**src/mfr_pkg.sv**
```systemverilog
// Purpose: shared constants and types of the motor fault restart manager
// Assumes: 250 MHz controller clock
// Notes: fault codes double as history entries and display values

package mfr_pkg;

    // ------------------------------------------------------------------
    // fault codes (0 means no fault)
    // ------------------------------------------------------------------
    localparam int NUM_FAULTS = 13;
    localparam int CODE_W = 4;
    localparam logic [3:0] FC_NONE = 4'h0;
    localparam logic [3:0] FC_OVERCURRENT = 4'h1;
    localparam logic [3:0] FC_INTERNAL = 4'h2;
    localparam logic [3:0] FC_PHASE_INV = 4'h3;
    localparam logic [3:0] FC_PHASE_LOSS = 4'h4;
    localparam logic [3:0] FC_LINE_FREQ = 4'h5;
    localparam logic [3:0] FC_SUPPLY_ABSENT = 4'h6;
    localparam logic [3:0] FC_MOTOR_THERM = 4'h7;
    localparam logic [3:0] FC_STARTER_THERM = 4'h8;
    localparam logic [3:0] FC_LOCKED_ROTOR = 4'h9;
    localparam logic [3:0] FC_UNDERLOAD = 4'hA;
    localparam logic [3:0] FC_START_TIME = 4'hB;
    localparam logic [3:0] FC_EXTERNAL = 4'hC;
    localparam logic [3:0] FC_SERIAL_LINK = 4'hD;

    typedef enum logic [1:0]
    {
        CL_NONRES = 2'h0,
        CL_TYPE1 = 2'h1,
        CL_TYPE2 = 2'h2,
        CL_TYPE3 = 2'h3
    } mfr_class_t;

    typedef enum logic [2:0]
    {
        ST_IDLE = 3'h0,
        ST_RUN = 3'h1,
        ST_DECEL = 3'h3,
        ST_FAULT = 3'h2,
        ST_LOCKOUT = 3'h6
    } mfr_state_t;

    // ------------------------------------------------------------------
    // history and retry timing
    // ------------------------------------------------------------------
    localparam int HIST_DEPTH = 5;
    localparam logic [2:0] MAX_RETRIES = 3'h6;
    localparam longint RETRY_TIME_S = 60;
    localparam longint CLK_HZ = 250_000_000;
    localparam logic [35:0] RETRY_CYC = 36'(RETRY_TIME_S * CLK_HZ);

    // ------------------------------------------------------------------
    // register map
    // ------------------------------------------------------------------
    localparam int ADDR_W = 8;
    localparam logic [7:0] OFS_CTRL = 8'h00;
    localparam logic [7:0] OFS_STATUS = 8'h04;
    localparam logic [7:0] OFS_HIST0 = 8'h08;
    localparam logic [7:0] OFS_HIST_LAST = 8'h18;

    localparam int CTRL_W = 6;
    localparam int CB_RELAY_ISO = 0;
    localparam int CB_PREALARM_RUN = 1;
    localparam int CB_DECEL_EN = 2;
    localparam int CB_AUTO_EN = 3;
    localparam int CB_TWO_WIRE = 4;
    localparam int CB_AUX_OVL_RESET = 5;
    localparam logic [5:0] CTRL_RST = 6'h10;

    localparam int SB_CODE = 0;
    localparam int SB_LAMP = 4;
    localparam int SB_RELAY = 5;
    localparam int SB_STATE = 6;
    localparam int SB_ATTEMPTS = 9;
    localparam int SB_DIAG = 12;
    localparam int SB_ACK = 13;

    function automatic mfr_class_t class_of(input logic [3:0] code);
        mfr_class_t c;
        c = CL_TYPE3;
        if (code == FC_OVERCURRENT || code == FC_INTERNAL ||
            code == FC_PHASE_INV)
            c = CL_NONRES;
        else if (code == FC_PHASE_LOSS || code == FC_LINE_FREQ)
            c = CL_TYPE1;
        else if (code == FC_SUPPLY_ABSENT)
            c = CL_TYPE2;
        return c;
    endfunction

endpackage

```
**src/mfr_top.sv**
```systemverilog
// Purpose: fault stop, relay, indicator and restart manager of a soft
//          start controller
// Assumes: fault conditions come from on-chip detectors on clk_i;
//          rstn_i is the control-power (power-on) reset
// Notes: run command and aux input are pins and are synchronised

`timescale 1ns/1ps

module mfr_top #(
    parameter logic [35:0] RETRY_CYCLES = mfr_pkg::RETRY_CYC
) (
    // clock and reset
    input wire logic clk_i,
    input wire logic rstn_i,
    // register port
    input wire logic [7:0] addr_i,
    input wire logic [31:0] wdata_i,
    input wire logic wr_i,
    input wire logic rd_i,
    output logic [31:0] rdata_o,
    // detector and ramp status
    input wire logic [12:0] fault_cond_i,
    input wire logic selftest_ok_i,
    input wire logic thermal_prealarm_i,
    input wire logic decel_done_i,
    // pins
    input wire logic run_cmd_i,
    input wire logic aux_logic_input_i,
    // outputs
    output logic motor_drive_o,
    output logic freewheel_o,
    output logic fault_relay_o,
    output logic prealarm_output_o,
    output logic fault_lamp_o,
    output logic [3:0] fault_code_o
);

    // ------------------------------------------------------------------
    // pin synchronisation and edges
    // ------------------------------------------------------------------
    logic [1:0] pins_s;
    logic run_lvl;
    logic aux_lvl;
    logic run_prev_q;
    logic aux_prev_q;
    logic run_rise;
    logic run_fall;
    logic aux_rise;

    mfr_sync #(.W(2)) u_sync (
        .clk_i(clk_i),
        .rstn_i(rstn_i),
        .pin_i({aux_logic_input_i, run_cmd_i}),
        .level_o(pins_s)
    );

    assign run_lvl = pins_s[0];
    assign aux_lvl = pins_s[1];

    always_ff @(posedge clk_i)
    begin
        if (!rstn_i)
        begin
            run_prev_q <= 1'b0;
            aux_prev_q <= 1'b0;
        end
        else
        begin
            run_prev_q <= run_lvl;
            aux_prev_q <= aux_lvl;
        end
    end

    assign run_rise = run_lvl & ~run_prev_q;
    assign run_fall = ~run_lvl & run_prev_q;
    assign aux_rise = aux_lvl & ~aux_prev_q;

    // ------------------------------------------------------------------
    // configuration register
    // ------------------------------------------------------------------
    logic [5:0] ctrl_q;

    always_ff @(posedge clk_i)
    begin
        if (!rstn_i)
            ctrl_q <= mfr_pkg::CTRL_RST;
        else if (wr_i && addr_i == mfr_pkg::OFS_CTRL)
            ctrl_q <= wdata_i[5:0];
    end

    // ------------------------------------------------------------------
    // fault selection and classification
    // ------------------------------------------------------------------
    logic new_fault;
    logic [3:0] det_code;
    logic [3:0] code_q;
    logic cleared;
    logic ack_ok;
    logic auto_ok;
    mfr_pkg::mfr_class_t cls;

    // lowest index wins when several faults rise together
    always_comb
    begin
        det_code = mfr_pkg::FC_NONE;
        for (int i = mfr_pkg::NUM_FAULTS - 1; i >= 0; i--)
            if (fault_cond_i[i])
                det_code = 4'(i + 1);
    end

    assign new_fault = |fault_cond_i;
    assign cls = mfr_pkg::class_of(code_q);
    assign cleared = (code_q == mfr_pkg::FC_NONE) ||
                     !fault_cond_i[code_q - 4'h1];
    assign auto_ok = ctrl_q[mfr_pkg::CB_AUTO_EN] &
                     ctrl_q[mfr_pkg::CB_TWO_WIRE] & run_lvl;

    // ------------------------------------------------------------------
    // restart state machine
    // ------------------------------------------------------------------
    mfr_pkg::mfr_state_t state_q;
    mfr_pkg::mfr_state_t state_d;
    logic diag_pass_q;
    logic ack_q;
    logic [2:0] attempts_q;
    logic [35:0] timer_q;
    logic retry_fire;
    logic t2_wait;
    logic enter_fault;

    assign t2_wait = (state_q == mfr_pkg::ST_FAULT) &&
                     (cls == mfr_pkg::CL_TYPE2) && auto_ok;
    assign retry_fire = t2_wait && (timer_q == RETRY_CYCLES - 36'h1);
    assign ack_ok = !(ctrl_q[mfr_pkg::CB_AUX_OVL_RESET] &&
                      code_q == mfr_pkg::FC_MOTOR_THERM) || ack_q;

    always_comb
    begin
        state_d = state_q;
        case (state_q)
            mfr_pkg::ST_IDLE:
            begin
                if (new_fault)
                    state_d = mfr_pkg::ST_FAULT;
                else if (diag_pass_q && run_lvl)
                    state_d = mfr_pkg::ST_RUN;
            end
            mfr_pkg::ST_RUN:
            begin
                if (new_fault)
                    state_d = mfr_pkg::ST_FAULT;
                else if (!run_lvl && ctrl_q[mfr_pkg::CB_DECEL_EN])
                    state_d = mfr_pkg::ST_DECEL;
                else if (!run_lvl)
                    state_d = mfr_pkg::ST_IDLE;
            end
            mfr_pkg::ST_DECEL:
            begin
                if (new_fault)
                    state_d = mfr_pkg::ST_FAULT;
                else if (decel_done_i)
                    state_d = mfr_pkg::ST_IDLE;
            end
            mfr_pkg::ST_FAULT:
            begin
                if (cls == mfr_pkg::CL_NONRES)
                    state_d = mfr_pkg::ST_LOCKOUT;
                else if (cleared && ack_ok && run_rise)
                    state_d = mfr_pkg::ST_RUN;
                else if (cleared && ack_ok && auto_ok &&
                         cls == mfr_pkg::CL_TYPE1)
                    state_d = mfr_pkg::ST_RUN;
                else if (retry_fire && cleared)
                    state_d = mfr_pkg::ST_RUN;
                else if (retry_fire &&
                         attempts_q == mfr_pkg::MAX_RETRIES - 3'h1)
                    state_d = mfr_pkg::ST_LOCKOUT;
            end
            mfr_pkg::ST_LOCKOUT:
                state_d = mfr_pkg::ST_LOCKOUT;
            default:
                state_d = mfr_pkg::ST_IDLE;
        endcase
    end

    assign enter_fault = (state_d == mfr_pkg::ST_FAULT) &&
                         (state_q != mfr_pkg::ST_FAULT);

    // reset is the control-power cycle; it is the only lockout exit
    always_ff @(posedge clk_i)
    begin
        if (!rstn_i)
            state_q <= mfr_pkg::ST_IDLE;
        else
            state_q <= state_d;
    end

    // self-test pass is sticky until the next power-up
    always_ff @(posedge clk_i)
    begin
        if (!rstn_i)
            diag_pass_q <= 1'b0;
        else if (selftest_ok_i)
            diag_pass_q <= 1'b1;
    end

    always_ff @(posedge clk_i)
    begin
        if (!rstn_i)
            code_q <= mfr_pkg::FC_NONE;
        else if (enter_fault)
            code_q <= det_code;
    end

    // aux pulse only counts once the thermal condition is gone
    always_ff @(posedge clk_i)
    begin
        if (!rstn_i)
            ack_q <= 1'b0;
        else if (enter_fault)
            ack_q <= 1'b0;
        else if (state_q == mfr_pkg::ST_FAULT && cleared && aux_rise)
            ack_q <= 1'b1;
    end

    always_ff @(posedge clk_i)
    begin
        if (!rstn_i)
            timer_q <= '0;
        else if (!t2_wait || retry_fire)
            timer_q <= '0;
        else
            timer_q <= timer_q + 36'h1;
    end

    // failures stay consecutive until an operator stop or manual restart
    always_ff @(posedge clk_i)
    begin
        if (!rstn_i)
            attempts_q <= 3'h0;
        else if (state_q == mfr_pkg::ST_IDLE || run_fall ||
                 (state_q == mfr_pkg::ST_FAULT && run_rise))
            attempts_q <= 3'h0;
        else if (retry_fire && !cleared)
            attempts_q <= attempts_q + 3'h1;
    end

    // ------------------------------------------------------------------
    // fault history
    // ------------------------------------------------------------------
    logic hist_hit;
    logic hist_sel_q;
    logic [3:0] hist_data;
    logic [7:0] hist_ofs;

    assign hist_hit = (addr_i >= mfr_pkg::OFS_HIST0) &&
                      (addr_i <= mfr_pkg::OFS_HIST_LAST) &&
                      (addr_i[1:0] == 2'h0);
    assign hist_ofs = addr_i - mfr_pkg::OFS_HIST0;

    mfr_hist u_hist (
        .clk_i(clk_i),
        .rstn_i(rstn_i),
        .push_i(enter_fault),
        .code_i(det_code),
        .rd_i(rd_i && hist_hit),
        .idx_i(hist_ofs[4:2]),
        .rdata_o(hist_data)
    );

    // ------------------------------------------------------------------
    // outputs, registered from the next state, the self-test pass or the thermal prealarm input
    // ------------------------------------------------------------------
    logic drive_d;
    logic faulted_d;

    assign drive_d = (state_d == mfr_pkg::ST_RUN) ||
                     (state_d == mfr_pkg::ST_DECEL);
    assign faulted_d = (state_d == mfr_pkg::ST_FAULT) ||
                       (state_d == mfr_pkg::ST_LOCKOUT);

    always_ff @(posedge clk_i)
    begin
        if (!rstn_i)
        begin
            motor_drive_o <= 1'b0;
            freewheel_o <= 1'b0;
            fault_lamp_o <= 1'b0;
            fault_code_o <= mfr_pkg::FC_NONE;
        end
        else
        begin
            motor_drive_o <= drive_d;
            freewheel_o <= faulted_d;
            fault_lamp_o <= faulted_d;
            fault_code_o <= enter_fault ? det_code :
                            (faulted_d ? code_q : mfr_pkg::FC_NONE);
        end
    end

    always_ff @(posedge clk_i)
    begin
        if (!rstn_i)
            fault_relay_o <= 1'b0;
        else if (ctrl_q[mfr_pkg::CB_RELAY_ISO])
            fault_relay_o <= drive_d;
        else
            fault_relay_o <= (diag_pass_q | selftest_ok_i) &
                             ~faulted_d;
    end

    always_ff @(posedge clk_i)
    begin
        if (!rstn_i)
            prealarm_output_o <= 1'b0;
        else if (ctrl_q[mfr_pkg::CB_PREALARM_RUN])
            prealarm_output_o <= drive_d;
        else
            prealarm_output_o <= thermal_prealarm_i;
    end

    // ------------------------------------------------------------------
    // register read port
    // ------------------------------------------------------------------
    logic [31:0] reg_rdata_q;
    logic [31:0] status;

    always_comb
    begin
        status = 32'h0;
        status[mfr_pkg::SB_CODE +: 4] = code_q;
        status[mfr_pkg::SB_LAMP] = fault_lamp_o;
        status[mfr_pkg::SB_RELAY] = fault_relay_o;
        status[mfr_pkg::SB_STATE +: 3] = state_q;
        status[mfr_pkg::SB_ATTEMPTS +: 3] = attempts_q;
        status[mfr_pkg::SB_DIAG] = diag_pass_q;
        status[mfr_pkg::SB_ACK] = ack_q;
    end

    always_ff @(posedge clk_i)
    begin
        if (!rstn_i)
        begin
            reg_rdata_q <= 32'h0;
            hist_sel_q <= 1'b0;
        end
        else
        begin
            hist_sel_q <= rd_i && hist_hit;
            if (!rd_i)
                reg_rdata_q <= 32'h0;
            else if (addr_i == mfr_pkg::OFS_CTRL)
                reg_rdata_q <= {26'h0, ctrl_q};
            else if (addr_i == mfr_pkg::OFS_STATUS)
                reg_rdata_q <= status;
            else
                reg_rdata_q <= 32'h0;
        end
    end

    assign rdata_o = hist_sel_q ? {28'h0, hist_data} : reg_rdata_q;

endmodule

```
**src/mfr_sync.sv**
```systemverilog
// Purpose: three-stage pin synchroniser with agreement filter
// Assumes: inputs asynchronous to clk_i
// Notes: output changes only when stages two and three agree

`timescale 1ns/1ps

module mfr_sync #(
    parameter int W = 1
) (
    // clock and reset
    input wire logic clk_i,
    input wire logic rstn_i,
    // pins and filtered levels
    input wire logic [W-1:0] pin_i,
    output logic [W-1:0] level_o
);

    logic [W-1:0] s1_q;
    logic [W-1:0] s2_q;
    logic [W-1:0] s3_q;

    always_ff @(posedge clk_i)
    begin
        if (!rstn_i)
        begin
            s1_q <= '0;
            s2_q <= '0;
            s3_q <= '0;
        end
        else
        begin
            s1_q <= pin_i;
            s2_q <= s1_q;
            s3_q <= s2_q;
        end
    end

    always_ff @(posedge clk_i)
    begin
        if (!rstn_i)
            level_o <= '0;
        else
            for (int i = 0; i < W; i++)
                if (s2_q[i] == s3_q[i])
                    level_o[i] <= s3_q[i];
    end

endmodule

```
**src/mfr_hist.sv**
```systemverilog
// Purpose: fault history of the most recent codes, newest at entry 0
// Assumes: one push per fault entry
// Notes: read data registered, valid the cycle after rd_i

`timescale 1ns/1ps

module mfr_hist (
    // clock and reset
    input wire logic clk_i,
    input wire logic rstn_i,
    // write side
    input wire logic push_i,
    input wire logic [3:0] code_i,
    // read side
    input wire logic rd_i,
    input wire logic [2:0] idx_i,
    output logic [3:0] rdata_o
);

    logic [3:0] mem_q [mfr_pkg::HIST_DEPTH];

    always_ff @(posedge clk_i)
    begin
        if (!rstn_i)
        begin
            for (int i = 0; i < mfr_pkg::HIST_DEPTH; i++)
                mem_q[i] <= mfr_pkg::FC_NONE;
        end
        else if (push_i)
        begin
            // oldest falls off the end
            mem_q[0] <= code_i;
            for (int i = 1; i < mfr_pkg::HIST_DEPTH; i++)
                mem_q[i] <= mem_q[i-1];
        end
    end

    always_ff @(posedge clk_i)
    begin
        if (!rstn_i)
            rdata_o <= mfr_pkg::FC_NONE;
        else if (rd_i)
        begin
            if (int'(idx_i) < mfr_pkg::HIST_DEPTH)
                rdata_o <= mem_q[idx_i];
            else
                rdata_o <= mfr_pkg::FC_NONE;
        end
    end

endmodule

```
**config.mk**
```make
export PLATFORM = sky130hd
export DESIGN_NAME = mfr_top
export DESIGN_NICKNAME = d
export VERILOG_FILES = /design/src/mfr_pkg.sv /design/src/mfr_top.sv /design/src/mfr_sync.sv /design/src/mfr_hist.sv
export SDC_FILE = /design/constraint.sdc
export NUM_CORES = 1
export LEC_CHECK = 0
export BUFFER_PORTS_ARGS = -buffer_cell sky130_fd_sc_hd__buf_2
export CELL_PAD_IN_SITES_DETAIL_PLACEMENT = 0
export CELL_PAD_IN_SITES_GLOBAL_PLACEMENT = 1
export CORE_UTILIZATION = 40
export CTS_BUF_LIST = sky130_fd_sc_hd__clkbuf_16
export DETAILED_ROUTE_END_ITERATION = 8
export GPL_ROUTABILITY_DRIVEN = 0
export PLACE_DENSITY_LB_ADDON = 0.1
export SYNTH_ARGS = -nofsm -noshare
export SYNTH_HDL_FRONTEND = slang
export SYNTH_HIERARCHICAL = 1
export SYNTH_SLANG_ARGS = --single-unit
```
**constraint.sdc**
```tcl
create_clock -name clk_i -period 3.35 [get_ports clk_i]
set_input_delay 0.5025 -clock clk_i [delete_from_list [all_inputs] [get_ports clk_i]]
set_output_delay 0.5025 -clock clk_i [all_outputs]
set_load 0.01 [all_outputs]
```
==> flow_summary.ini <==
[status]
status = complete, no violations

[cts]
hold_buffers = 0
htreeDepth = 3
cts_tree = done
clk-insertion-delay-late_ps = 360
cts_num_sinks = 111
cts_buffers = 9
cts_setup_buffers = 0
ctsRootBufferMaster = clkbuf_16
cts_max_path_buffers = 2
path_clk_slew_ps = 70
cts_resized = 0

[yosys]
synth-main-ff-cell = dfxtp_1
yosys_warnings = 6
post-synth-top-count-cell = dfxtp_1
synthCells = 578
yosys.area.top_type_share = 0.336
avgSynthCellArea_sq_um = 9.39
async_flop_share = 0
seq_area_frac_synth = 0.446
netlist-cell-type-count = 67
synth_area_sq_um = 5430
synthTopCellsByCount = dfxtp_1 (91), nor2_1 (77), and3_1 (39)
synth_edf_count = 20
synth_area_leaders = dfxtp_1 (34%), edfxtp_1 (11%), nor2_1 (5.3%), and3_1 (4.5%), mux2i_1 (4.1%)
yosysTopAreaCell = dfxtp_1
ys_ff_latch = 111

[min_path]
hold_end = u_sync/s1_q[0]
hold_class = in2reg
min_from = run_cmd_i
worstHoldPathCells = 2

[power]
peakVddDrop_v = 0.000262
p_leak_nw = 2.50
power.density_nw_per_um2 = 531
power_w = 0.00325

[sta]
rsz0062_at_grt = no
hold_viol_final = 0
setup_viol = 0
worst_slew_margin_rel = 0.508
skew_ps = 6.81
fin_crit_ps = 2890
min_period_over_period = 0.862
max_freq_mhz = 346
drv_slew = 0
fin_tns_setup_ps = 0
tightest_slew_ps = 735

[routing]
vias = 4164
via_per_inst = 5.13
routedWlPerCell_um = 15.0
drt_iter0_markers = 298
firstDrtPassIters = 4
drc = 0
routed_wl_um = 12100
ant_nets = 0

[critical_path]
crit_fanout = 10
r2r-end = fault_code_o[0]
worstSetupEndpointType = flip-flop
rrSetupSlack_ps = 460
cp.arrival_ps = 3150
required_ps = 3610
cp-start-kind = flip-flop
timing.rr.start = code_q[1]
timing_worst_setup_path_type = reg2reg
reg2reg_depth = 8

[final_layout]
final_cells = 811
nets = 700
final_area_sq_um = 6110
antenna-diode-count = 0
synthToLayoutAreaGrowth_pct = 12.7
drive_gt1_frac = 0.180
n_fill_cell = 1343

[grt]
grt_pass1_wl_um = 20200
grt_pass1_vias = 3937
antenna_found_initial = 0
grt.total_usage = 0.185
grt_max_degree = 44
grt-ovfl-total = 0

[placed_design]
hpwl_um = 8910
numPlacedInstances = 795
place_area_sq_um = 5830
port_buffers = 58

[floorplanning]
rows = 42
pin_count = 103
die_area_sq_um = 14000
die_y_um = 118
die_width_um = 118
core_area_sq_um = 13200
start_util = 0.410

[run]
cap_violations = 0
==> state kept, by name, indices dropped and copies added, names as in the netlist, 4 cells and up <==
name / flops
fault_code_o: 4
timer_q: 36
u_hist/mem_q: 20
ctrl_q: 6
reg_rdata_q: 14
u_hist/rdata_o: 4
code_q: 4
==> per-stage QoR <==
| stage | hold WS, ps | utilization | setup slack [ps] |
|---|---|---|---|
| 2_1_floorplan | 426 | - | 561 |
| 3_3_place_gp | 435 | 0.440 | 497 |
| 3_5_place_dp | 439 | 0.440 | 455 |
| 4_1_cts | 353 | 0.462 | 444 |
| 5_1_grt | 358 | 0.462 | 326 |
| 6_report | 366 | 0.462 | 461 |
==> metal layers <==
layer	track usage	vias up	wire length, um
met5	0	-	0
met1	0.246	1947	5720
met2	0.289	96	5530
met3	0.0478	17	670
met4	0.0657	0	218
li1	-	2104	-
==> worst max-delay path, cell delays in order, from the launching register on <==
cell	delay, ps
dfxtp_1	550
inv_1	110
ha_1	260
or4bb_1	530
or3_4	360
nor4_4	340
a31oi_1	120
a211o_4	350
and3_1	160
==> layout make-up <==
type | count | area, sq um | share of cell area
clock inverters | 7 | 56.3 | 0.00921
inverters | 19 | 71.3 | 0.0117
flip-flops and latches | 111 | 2420 | 0.396
repair buffers | 66 | 363 | 0.0594
multi-input cells | 423 | 2760 | 0.451
clock buffers | 9 | 225 | 0.0368
well taps | 176 | 220 | 0.0360
==> cells by family (layout without fill, tap and decap cells) <==
family	count (synthesis)	count (layout)	share of synthesized area
adder cells (fa/ha/maj)	8	8	0.0184
other	1	18	0.000691
flip-flops	111	111	0.446
buffers and inverters	61	101	0.0583
AND/OR/NAND/NOR	262	262	0.257
AO/OA/AOI/OAI	65	65	0.0842
multiplexers	39	39	0.0849
XOR/XNOR	31	31	0.0500
==> layout by cell type, fill, tap and decap left out, types with 18 or more instances in the layout <==
cell type	netlist	layout
edfxtp_1	20	20
and3_1	39	39
mux2i_1	22	22
dfxtp_1	91	91
buf_2	7	58
conb_1	1	18
nand2_1	34	34
nor2_1	77	77
inv_1	19	19
==> how the worst max path moves through the flow <==
stage	endpoint	start	slack, ps	cells past startpoint
floorplan	fault_code_o[1]	code_q[0]	560	10
global placement	fault_code_o[0]	code_q[1]	500	8
detailed placement	fault_code_o[1]	code_q[1]	450	8
CTS	fault_code_o[1]	code_q[1]	440	8
global route	motor_drive_o	code_q[1]	330	8
finish	fault_code_o[0]	code_q[1]	460	8
==> where the power goes <==
group	internal, W	switching (W)
clock	0.000514	0.000510
combinational	0.000283	0.000360
sequential	0.00150	0.0000781
total	0.00230	0.000949
Power figures use the tool's default switching activity.
